===== src/logic/dco_regs.vh =====
// Constants for the downstream comparator offset register.
// Assumes the serial register interface delivers write strobes and data.
// Functional notes
// Bits 15:8 hold return offset; threshold switches to it after early edge.
// Return offset is signed two's complement, 80h..FFh negative.
// Stop polarity zero (rising edge) makes initial offset positive.
// Stop polarity one (falling edge) makes initial offset negative.
// Initial threshold code is 1152 plus field, full scale 3072.
// Bit 7 reserved, ignored on write, reads zero; field in bits 6:0.
`ifndef DCO_REGS_VH
`define DCO_REGS_VH
`define DCO_RET_MSB 15
`define DCO_RET_LSB 8
`define DCO_INIT_MSB 6
`define DCO_INIT_LSB 0
`define DCO_RESET_VAL 16'h0000
`define DCO_RET_RESET 8'h00
`define DCO_INIT_RESET 7'h00
`define DCO_CODE_RESET 13'h0000
`define DCO_RSV_BIT 7
`define DCO_MID_CODE 13'h0480
`define DCO_FULL_SCALE 13'h0c00
`endif


===== src/logic/dco_offset_reg.v =====
// Downstream comparator offset register and threshold code generation.
// Assumes a same-clock register write/read port and an early-edge level.
`include "dco_regs.vh"
module dco_offset_reg (
	clk_sys,
	rst_n,
	wr_en,
	wr_data,
	rd_data,
	stop_edge_polarity,
	early_edge_seen,
	downstream_return_offset,
	downstream_initial_offset,
	threshold_code
);
	input wire clk_sys;
	input wire rst_n;
	input wire wr_en;
	input wire [15:0] wr_data;
	output reg [15:0] rd_data;
	input wire stop_edge_polarity;
	input wire early_edge_seen;
	output reg [7:0] downstream_return_offset;
	output reg [6:0] downstream_initial_offset;
	output reg signed [12:0] threshold_code;

	// Threshold source selection codes
	localparam [1:0] SRC_POS = 2'b00;
	localparam [1:0] SRC_NEG = 2'b01;
	localparam [1:0] SRC_RET = 2'b10;

	// Stored return offset and its next value
	reg [7:0] ret_reg;
	reg [7:0] ret_next;

	// Stored initial offset and its next value
	reg [6:0] init_reg;
	reg [6:0] init_next;

	// Register image as read back
	reg [15:0] rd_next;

	// Threshold source and next code
	reg [1:0] src_sel;
	reg [12:0] code_next;

	// Sign-extend the return offset to code width
	function [12:0] ret_to_code;
		input [7:0] ret;
		begin
			ret_to_code = {{5{ret[7]}}, ret};
		end
	endfunction

	// Magnitude of the initial threshold
	function [12:0] init_magnitude;
		input [6:0] init;
		begin
			init_magnitude = `DCO_MID_CODE + {6'h00, init};
		end
	endfunction

	// Two's-complement negation at code width
	function [12:0] negate_code;
		input [12:0] value;
		begin
			negate_code = (~value) + 13'h0001;
		end
	endfunction

	// Pack next-state fields; reserved bit reads zero
	function [15:0] pack_image;
		input [7:0] ret;
		input [6:0] init;
		begin
			pack_image = {ret, 1'b0, init};
		end
	endfunction

	// Return offset field update
	always @* begin
		ret_next = ret_reg;
		if (wr_en) begin
			ret_next = wr_data[`DCO_RET_MSB:`DCO_RET_LSB];
		end
	end

	// Initial offset field update; bit 7 of the word is dropped
	always @* begin
		init_next = init_reg;
		if (wr_en) begin
			init_next = wr_data[`DCO_INIT_MSB:`DCO_INIT_LSB];
		end
	end

	// Read-back image
	always @* begin
		rd_next = pack_image(ret_next, init_next);
	end

	// Initial offset until early edge, then return offset
	always @* begin
		src_sel = SRC_POS;
		if (early_edge_seen) begin
			src_sel = SRC_RET;
		end else if (stop_edge_polarity) begin
			src_sel = SRC_NEG;
		end else begin
			src_sel = SRC_POS;
		end
	end

	// Code uses stored fields, one cycle after a write
	always @* begin
		case (src_sel)
			SRC_POS: begin
				code_next = init_magnitude(init_reg);
			end
			SRC_NEG: begin
				code_next = negate_code(init_magnitude(init_reg));
			end
			SRC_RET: begin
				code_next = ret_to_code(ret_reg);
			end
			default: begin
				code_next = `DCO_CODE_RESET;
			end
		endcase
	end

	always @(posedge clk_sys) begin
		if (!rst_n) begin
			ret_reg <= `DCO_RET_RESET;
		end else begin
			ret_reg <= ret_next;
		end
	end

	always @(posedge clk_sys) begin
		if (!rst_n) begin
			init_reg <= `DCO_INIT_RESET;
		end else begin
			init_reg <= init_next;
		end
	end

	always @(posedge clk_sys) begin
		if (!rst_n) begin
			rd_data <= `DCO_RESET_VAL;
		end else begin
			rd_data <= rd_next;
		end
	end

	always @(posedge clk_sys) begin
		if (!rst_n) begin
			downstream_return_offset <= `DCO_RET_RESET;
		end else begin
			downstream_return_offset <= ret_next;
		end
	end

	always @(posedge clk_sys) begin
		if (!rst_n) begin
			downstream_initial_offset <= `DCO_INIT_RESET;
		end else begin
			downstream_initial_offset <= init_next;
		end
	end

	always @(posedge clk_sys) begin
		if (!rst_n) begin
			threshold_code <= `DCO_CODE_RESET;
		end else begin
			threshold_code <= code_next;
		end
	end
endmodule // dco_offset_reg


===== config.mk =====
export PLATFORM = sky130hd
export DESIGN_NAME = dco_offset_reg
export DESIGN_NICKNAME = d
export VERILOG_FILES = /design/src/logic/dco_offset_reg.v
export VERILOG_INCLUDE_DIRS = /design/src /design/src/logic
export SDC_FILE = /design/constraint.sdc
export NUM_CORES = 1
export LEC_CHECK = 0
export CELL_PAD_IN_SITES_DETAIL_PLACEMENT = 0
export CELL_PAD_IN_SITES_GLOBAL_PLACEMENT = 1
export CORE_ASPECT_RATIO = 1.2
export CORE_MARGIN = 2
export CORE_UTILIZATION = 44
export DETAILED_ROUTE_END_ITERATION = 16
export DONT_BUFFER_PORTS = 1
export PLACE_DENSITY_LB_ADDON = 0.05
export SKIP_LAST_GASP = 1
export SYNTH_ARGS = -nofsm -noshare
export SYNTH_HDL_FRONTEND = slang
export SYNTH_SLANG_ARGS = --single-unit

===== constraint.sdc =====
create_clock -name clk_sys -period 1.71 [get_ports clk_sys]
set_input_delay 0.0855 -clock clk_sys [delete_from_list [all_inputs] [get_ports clk_sys]]
set_output_delay 0.0855 -clock clk_sys [all_outputs]
set_load 0.01 [all_outputs]

==> Implementation_results.wiki, run 1 <==
{| class="wikitable"
! Metric !! Value
|-
| Wire length after detailed routing || 2650 um
|-
| Count of hold-fix buffers inserted at cts || 33
|-
| Count of non-filler cells in the finished layout || 178
|-
| Reg clk slew, reported paths || 130 ps
|-
| Max-slew violations || 0
|-
| Quantity of gates resized following cts || 0
|-
| Initial antenna violation count || 0
|-
| Clk Latency, worst-skew pair || 310 ps
|-
| Number of vias per cell after detailed routing || 5.15
|-
| Vias after detailed routing || 917
|-
| Slew margin rel. || 46.2%
|-
| Unrepaired setup endpoints after global routing || false
|-
| Placed insts || 141
|-
| Number of warnings issued by yosys || 0
|-
| Number of instances in the synthesized netlist || 130
|-
| Buffer depth of the longest clock path || 2
|-
| Vias in the first global route || 944
|-
| Gr ovfl total || 0
|-
| Worst hold slack || 11.7 ps
|-
| Ranking of synthesized cells by area || sky130_fd_sc_hd__dfxtp_1 39%, sky130_fd_sc_hd__buf_4 13%, sky130_fd_sc_hd__mux2i_1 13%, sky130_fd_sc_hd__nor2b_1 8.8%, sky130_fd_sc_hd__nand2b_1 2.4%
|-
| Portion of the post-synthesis area used by sequential elements || 39.0%
|-
| Number of flops mapped to enable cells by yosys || 0
|-
| Setup bufs post-CTS || 0
|-
| Count of max-cap constraint violations || 0
|-
| Post-synthesis register bit count || 25
|-
| Total core area || 2790 um^2
|-
| CTS tree || yes
|-
| DRC Markers || 0
|-
| Number of failing hold endpoints at the final stage || 0
|-
| First drt pass iteration count || 4
|-
| Critical path endpoint category || flip-flop
|-
| Final setup violation count || 0
|-
| Minimum clock period || 1480 ps
|-
| Sum of internal, switching and leakage power || 1140 uW
|-
| Commonest register cell after synthesis || sky130_fd_sc_hd__dfxtp_1
|-
| Clock sinks || 25
|-
| Largest net degree at the start of global routing || 29
|-
| Reg2reg setup slack || 230 ps
|-
| Power per Cell Area || 759 nW/um^2
|-
| Count of boundary I/O pins || 65
|-
| Async S/R FF share, synth || 0%
|-
| Status || completed
|-
| Post-DP HPWL || 1670 um
|-
| Area share of the leading cell type in the synthesized netlist || 39.0%
|-
| Overall die height || 63.2 um
|-
| Fraction of final layout cells sized beyond drive strength 1 || 6.25%
|-
| Worst flop-to-flop path startpoint || downstream_initial_offset[2]
|-
| Hold wc startpoint || early_edge_seen
|-
| Nets || 167
|-
| DIE AREA || 3370 um^2
|-
| Remaining antenna violation count || 0
|-
| Highest clock frequency the design can meet || 0.674 GHz
|-
| Wire length of the first global-routing pass || 4660 um
|-
| Number of I/O port buffers || 0
|-
| Worst setup path start || downstream_initial_offset[2]
|-
| Global-route usage over all layers || 18.4%
|-
| Count of antenna diodes in the layout || 0
|-
| Data required time of the worst path || 1970 ps
|-
| Worst-path maximum fanout || 7
|-
| Dominant cell type by area after synthesis || sky130_fd_sc_hd__dfxtp_1
|-
| Number of cell rows || 21
|-
| Distinct cell type count of the synthesized netlist || 32
|-
| Maximum vdd drop || 0.000452 V
|-
| Post-synthesis instance area || 1280 um^2
|-
| Critical Path Start Type || flip-flop
|-
| Final core utilization || 54.2%
|-
| Final weighted congestion in routability-driven placement || 0.739
|-
| WL per Instance || 14.9 um
|-
| Layout-stage area growth over the synthesis result || 17.5%
|-
| Standby leakage power || 0.000628 uW
|-
| Average cell area after synthesis || 9.87 um^2
|-
| Detailed Route Iter0 Violations || 16
|-
| CTS H-tree depth || 1
|-
| Ratio of final minimum period to clock period || 86.7%
|-
| Effective utilization at floorplan || 46.1%
|-
| Hold/Removal Path Class || in -> reg
|-
| Syn nets || 152
|-
| Arrival time of data at the critical path endpoint || 1740 ps
|-
| Worst clock skew || 2.71 ps
|-
| Chip Width || 53.3 um
|-
| Clock Tree Root || sky130_fd_sc_hd__clkbuf_4
|-
| Setup TNS after final layout || 0 ps
|-
| Class of the most critical setup path || reg -> reg
|-
| Cts bufs inserted || 3
|-
| Slew at the pin closest to its max-slew limit || 804 ps
|}
-- cells in the mapped netlist, types with 3 or more instances --
master and instances:
sky130_fd_sc_hd__nor2b_1 18, sky130_fd_sc_hd__nor2_1 3, sky130_fd_sc_hd__nand4_1 3, sky130_fd_sc_hd__buf_4 23, sky130_fd_sc_hd__nand2_1 3, sky130_fd_sc_hd__nand2b_1 5
sky130_fd_sc_hd__dfxtp_1 25, sky130_fd_sc_hd__mux2i_1 17, sky130_fd_sc_hd__nand3_1 3
-- kinds of logic after synthesis --
| kind of cell | after synthesis | share of synthesized area, % |
|---|---|---|
| fa+ha+maj | 1 | 0.975 |
| xor+xnor | 2 | 1.36 |
| simple gates | 44 | 21.2 |
| flops | 25 | 39.0 |
| mux | 17 | 13.3 |
| other cells | 1 | 0.292 |
| compound gates | 11 | 7.41 |
| buf+inv | 29 | 16.5 |
-- stage by stage --
| stage | setup slack, ps | cell area, um^2 |
|---|---|---|
| 2_1_floorplan | 421 | 1280 |
| 3_3_place_gp | 434 | 1150 |
| 3_5_place_dp | 441 | 1150 |
| 4_1_cts | 226 | 1510 |
| 5_1_grt | 132 | 1510 |
| 6_report | 227 | 1510 |
-- worst paths after layout --
kind / to / depth (start not counted)
max reg2reg: downstream_initial_offset[2] / 3
max: downstream_initial_offset[2] / 3
min reg2reg: threshold_code[11] / 2
min: threshold_code[10] / 2
-- power breakdown --
group	internal (uW)	switching, uW	total (uW)
clock	91.1	167	258
sequential	620	56.5	677
combinational	130	80.4	210
-- final cells by class --
type                       instances  area, um^2
clock buffer                       4        26.3
fill                             285        1280
inverter                           2        7.51
multi-input combinational         76         572
tap                               34        42.5
sequential                        25         500
timing repair buffer              37         360
-- state kept, by name (all words and copies together), names as in the netlist --
signal                     flops
rd_data                        9
threshold_code                10
downstream_initial_offset      6
-- metal layers --
metal,track usage (%),vias up,wire length (um)
li1,-,447,-
met1,23.9,434,1100
met2,30.1,32,1360
met3,3.32,4,148
met4,5.77,0,33
met5,0,-,0
-- cell usage in the layout, fill, tap and decap left out, types with 2 or more instances in the layout --
cell type                       netlist  routed
sky130_fd_sc_hd__dlygate4sd3_1        0      33
sky130_fd_sc_hd__dfxtp_1             25      25
sky130_fd_sc_hd__nor2b_1             18      18
sky130_fd_sc_hd__mux2i_1             17      17
sky130_fd_sc_hd__nand2b_1             5       5
sky130_fd_sc_hd__buf_4               23       4
sky130_fd_sc_hd__nand2_1              3       3
sky130_fd_sc_hd__nor2_1               3       3
sky130_fd_sc_hd__nand4_1              3       3
sky130_fd_sc_hd__nand3_1              3       3
sky130_fd_sc_hd__clkbuf_4             0       3
sky130_fd_sc_hd__inv_1                2       2
sky130_fd_sc_hd__xnor2_1              2       2
sky130_fd_sc_hd__o211a_1              2       2
sky130_fd_sc_hd__and2b_1              2       2
sky130_fd_sc_hd__a32oi_1              2       2
sky130_fd_sc_hd__nand3b_1             2       2
-- worst max-delay path: stages (launching register included) --
cell and delay [ps]:
sky130_fd_sc_hd__dfxtp_1 620, sky130_fd_sc_hd__mux2i_1 130, sky130_fd_sc_hd__dlygate4sd3_1 580, sky130_fd_sc_hd__nor2b_1 100
(Power assumes the default switching activity.)
==> run 2: changes to the inputs <==
--- a/config.mk
+++ b/config.mk
@@ -6,11 +6,12 @@
 export SDC_FILE = /design/constraint.sdc
 export NUM_CORES = 1
 export LEC_CHECK = 0
+export ABC_AREA = 1
 export CELL_PAD_IN_SITES_DETAIL_PLACEMENT = 0
 export CELL_PAD_IN_SITES_GLOBAL_PLACEMENT = 1
 export CORE_ASPECT_RATIO = 1.2
 export CORE_MARGIN = 2
-export CORE_UTILIZATION = 44
+export CORE_UTILIZATION = 41
 export DETAILED_ROUTE_END_ITERATION = 16
 export DONT_BUFFER_PORTS = 1
 export PLACE_DENSITY_LB_ADDON = 0.05
==> Implementation_results.wiki, run 2 <==
{| class="wikitable"
! Metric !! Value
|-
| Placed standard-cell area || 1060 um^2 (-7.7%)
|-
| Hold/Removal Path Class || in -> reg
|-
| Number of vias per cell after detailed routing || 5.16 (+0.24%)
|-
| Final setup violation count || 0 (unchanged)
|-
| Setup TNS after final layout || 0 ps (unchanged)
|-
| Vias after detailed routing || 1007 (+9.8%)
|-
| Largest net degree at the start of global routing || 21 (-28%)
|-
| Arrival time of data at the critical path endpoint || 1700 ps (-40 ps)
|-
| Effective utilization at floorplan || 42.9% (-3.2 points)
|-
| Most common cell in the netlist || sky130_fd_sc_hd__nor2_1
|-
| Data required time of the worst path || 1980 ps (about the same)
|-
| Status || completed
|-
| Final weighted congestion in routability-driven placement || 0.830 (+12%)
|-
| Slowest cell delay on critical path || 590 ps (-30 ps)
|-
| Number of warnings issued by yosys || 0 (unchanged)
|-
| Share of power burned in registers || 60.3% (+1.2 points)
|-
| Number of instances in the synthesized netlist || 152 (+17%)
|-
| Highest clock frequency the design can meet || 0.699 GHz (+3.7%)
|-
| Slew at the pin closest to its max-slew limit || 658 ps (-146 ps)
|-
| Clk Latency, worst-skew pair || 310 ps (about the same)
|-
| Highest-count cells in the layout ignoring fill and taps || 27 x sky130_fd_sc_hd__nor2_1, 27 x sky130_fd_sc_hd__dlygate4sd3_1, 25 x sky130_fd_sc_hd__dfxtp_1, 17 x sky130_fd_sc_hd__o21ai_0, 15 x sky130_fd_sc_hd__nand2_1
|-
| Post-DP HPWL || 1920 um (+15%)
|-
| Number of cell rows || 21 (unchanged)
|-
| Wire length of the first global-routing pass || 4470 um (-4.1%)
|-
| DIE AREA || 3330 um^2 (-1.1%)
|-
| Average cell area after synthesis || 7.78 um^2 (-21%)
|-
| Critical Path Start Type || flip-flop
|-
| Portion of the post-synthesis area used by sequential elements || 42.3% (+3.3 points)
|-
| Switching Power || 346 uW (+14%)
|-
| Unrepaired setup endpoints after global routing || false
|-
| Ranking of synthesized cells by area || sky130_fd_sc_hd__dfxtp_1 42%, sky130_fd_sc_hd__buf_4 12%, sky130_fd_sc_hd__nor2_1 8.6%, sky130_fd_sc_hd__o21ai_0 7.2%, sky130_fd_sc_hd__nand2_1 4.8%
|-
| Async S/R FF share, synth || 0% (unchanged)
|-
| Power Internal || 809 uW (-3.7%)
|-
| Area share of the leading cell type in the synthesized netlist || 42.3% (+3.3 points)
|-
| Pre-CTS setup slack || 312 ps (-128 ps)
|-
| Fraction of final layout cells sized beyond drive strength 1 || 10.6% (+4.3 points)
|-
| Buffer depth of the longest clock path || 2 (unchanged)
|-
| Number of failing hold endpoints at the final stage || 0 (unchanged)
|-
| Dominant cell type by area after synthesis || sky130_fd_sc_hd__dfxtp_1
|-
| Syn nets || 174 (+14%)
|-
| Nets || 184 (+10%)
|-
| Worst clock skew || 5.68 ps (+2.98 ps)
|-
| Overall die height || 62.8 um (-0.55%)
|-
| Count of antenna diodes in the layout || 0 (unchanged)
|-
| Clock Tree Root || sky130_fd_sc_hd__clkbuf_4
|-
| Power per Cell Area || 841 nW/um^2 (+11%)
|-
| Worst-path maximum fanout || 6 (-1)
|-
| Ratio of final minimum period to clock period || 83.6% (-3.1 points)
|-
| WL per Instance || 14.4 um (-3.4%)
|-
| Final Cell Area || 1370 um^2 (-9.0%)
|-
| Post-synthesis register bit count || 25 (unchanged)
|-
| Distinct cell type count of the synthesized netlist || 26 (-19%)
|-
| Critical path endpoint category || flip-flop
|-
| Wire length after detailed routing || 2800 um (+5.8%)
|-
| Detailed Route Iter0 Violations || 30 (+14)
|-
| Largest registers || threshold_code: 10 flops, rd_data: 9 flops, downstream_initial_offset: 6 flops
|-
| Vias in the first global route || 954 (+1.1%)
|-
| Part of the power in combinational logic || 16.6% (-1.8 points)
|-
| Highest-delay cell along the critical path || sky130_fd_sc_hd__dfxtp_1
|-
| Setup bufs post-CTS || 0 (unchanged)
|-
| Global-route usage over all layers || 18.3% (-0.17 points)
|-
| Remaining antenna violation count || 0 (unchanged)
|-
| Class of the most critical setup path || reg -> reg
|-
| Reg clk slew, reported paths || 140 ps (about the same)
|-
| Standby leakage power || 0.000589 uW (-6.2%)
|-
| DRC Markers || 0 (unchanged)
|-
| Count of max-cap constraint violations || 0 (unchanged)
|-
| Total core area || 2760 um^2 (-0.94%)
|-
| Cts bufs inserted || 3 (unchanged)
|-
| Max-slew violations || 0 (unchanged)
|-
| Flip-flop count of the largest register, all copies and words added || 10 (unchanged)
|-
| Slew margin rel. || 56.1% (+9.9 points)
|-
| Number of I/O port buffers || 0 (unchanged)
|-
| Worst path cell trace || o21ai_0 -> nor2_1 -> dlygate4sd3_1
|-
| Chip Width || 53.0 um (-0.54%)
|-
| Clock group share of total power || 23.0% (+0.5 points)
|-
| Minimum clock period || 1430 ps (-53.1 ps)
|-
| Leading post-synthesis cells by instance count || 27 x sky130_fd_sc_hd__nor2_1, 25 x sky130_fd_sc_hd__dfxtp_1, 19 x sky130_fd_sc_hd__buf_4
|-
| Gr ovfl total || 0 (unchanged)
|-
| Post-synthesis instance area || 1180 um^2 (-7.9%)
|-
| CTS H-tree depth || 1 (unchanged)
|-
| Setup slack after layout || 280 ps (+53.1 ps)
|-
| Count of boundary I/O pins || 65 (unchanged)
|-
| Clock sinks || 25 (unchanged)
|-
| CTS tree || yes
|-
| Register name with the most flops || threshold_code
|-
| Commonest register cell after synthesis || sky130_fd_sc_hd__dfxtp_1
|-
| Layout-stage area growth over the synthesis result || 16.1%
|-
| Number of flops mapped to enable cells by yosys || 0 (unchanged)
|-
| Initial antenna violation count || 0 (unchanged)
|-
| Switching share of power || 29.9% (+3.4 points)
|-
| Maximum vdd drop || 0.000478 V (+5.8%)
|-
| First drt pass iteration count || 4 (unchanged)
|}
-- run 2: critical path, delay by kind of cell (launching register included) --
| kind | cells | cell delay, ps |
|---|---|---|
| simple gates | 1 | 110 |
| compound gates | 1 | 140 |
| buf+inv | 1 | 540 |
| flops | 1 | 590 |
-- run 2: metal layers --
metal / vias up / wire length, um / share of wire [%] / GRT usage, %
met1: 474 / 1200 / 43 / 22.4
met5: - / 0 / 0 / 0
met2: 39 / 1410 / 50 / 30.0
met4: 0 / 28 / 1.0 / 8.01
li1: 490 / - / - / -
met3: 4 / 157 / 5.6 / 3.59
-- run 2: logic make-up (layout without fill, tap and decap cells) --
family	Yosys count	count (layout)	share of synthesized area, %
buffers and inverters	36	45	18.8
adders and majority gates	1	1	1.06
and+or+nand+nor	54	54	19.9
other	1	1	0.317
AOI/OAI and AO/OA	35	35	17.6
DFF	25	25	42.3
-- run 2: metrics by stage --
stage | power (uW) | std cells | utilization (%) | hold slack [ps]
after floorplan | 853 | 152 | - | 220
after global placement | 835 | 163 | 38.5 | 192
after detailed placement | 840 | 163 | 38.5 | 207
after CTS | 1170 | 195 | 49.7 | 5.79
after global routing | 1220 | 195 | 49.8 | 20.6
final | 1150 | 195 | 49.8 | 21.4
-- run 2: final timing paths --
kind	startpoint	end	slack, ps	depth (start not counted)
min	early_edge_seen	threshold_code[3]	20	2
min reg2reg	downstream_initial_offset[0]	threshold_code[0]	570	2
max reg2reg	rd_data[6]	rd_data[6]	280	3
max	rd_data[6]	rd_data[6]	280	3
-- run 2: layout make-up --
type,instances,area (um^2)
fill,302,1390
sequential,25,500
multi-input combinational,91,459
timing repair buffer,30,298
inverter,11,46.3
tap,34,42.5
clock buffer,4,26.3
-- run 2: power by group through the flow --
stage / Sequential (uW) / Clock, uW / Combinational, uW
final: 697 / 266 / 192
after global routing: 705 / 303 / 215
after CTS: 698 / 278 / 192
after detailed placement: 712 / 0 / 128
after global placement: 710 / 0 / 125
after floorplan: 686 / 0 / 167
-- run 2: what timing repair did --
action                     4_1_cts  5_1_grt
hold endpoints to repair        25        0
hold buffers                    28        0
gates resized for setup          0        1
setup endpoints to repair        0        7
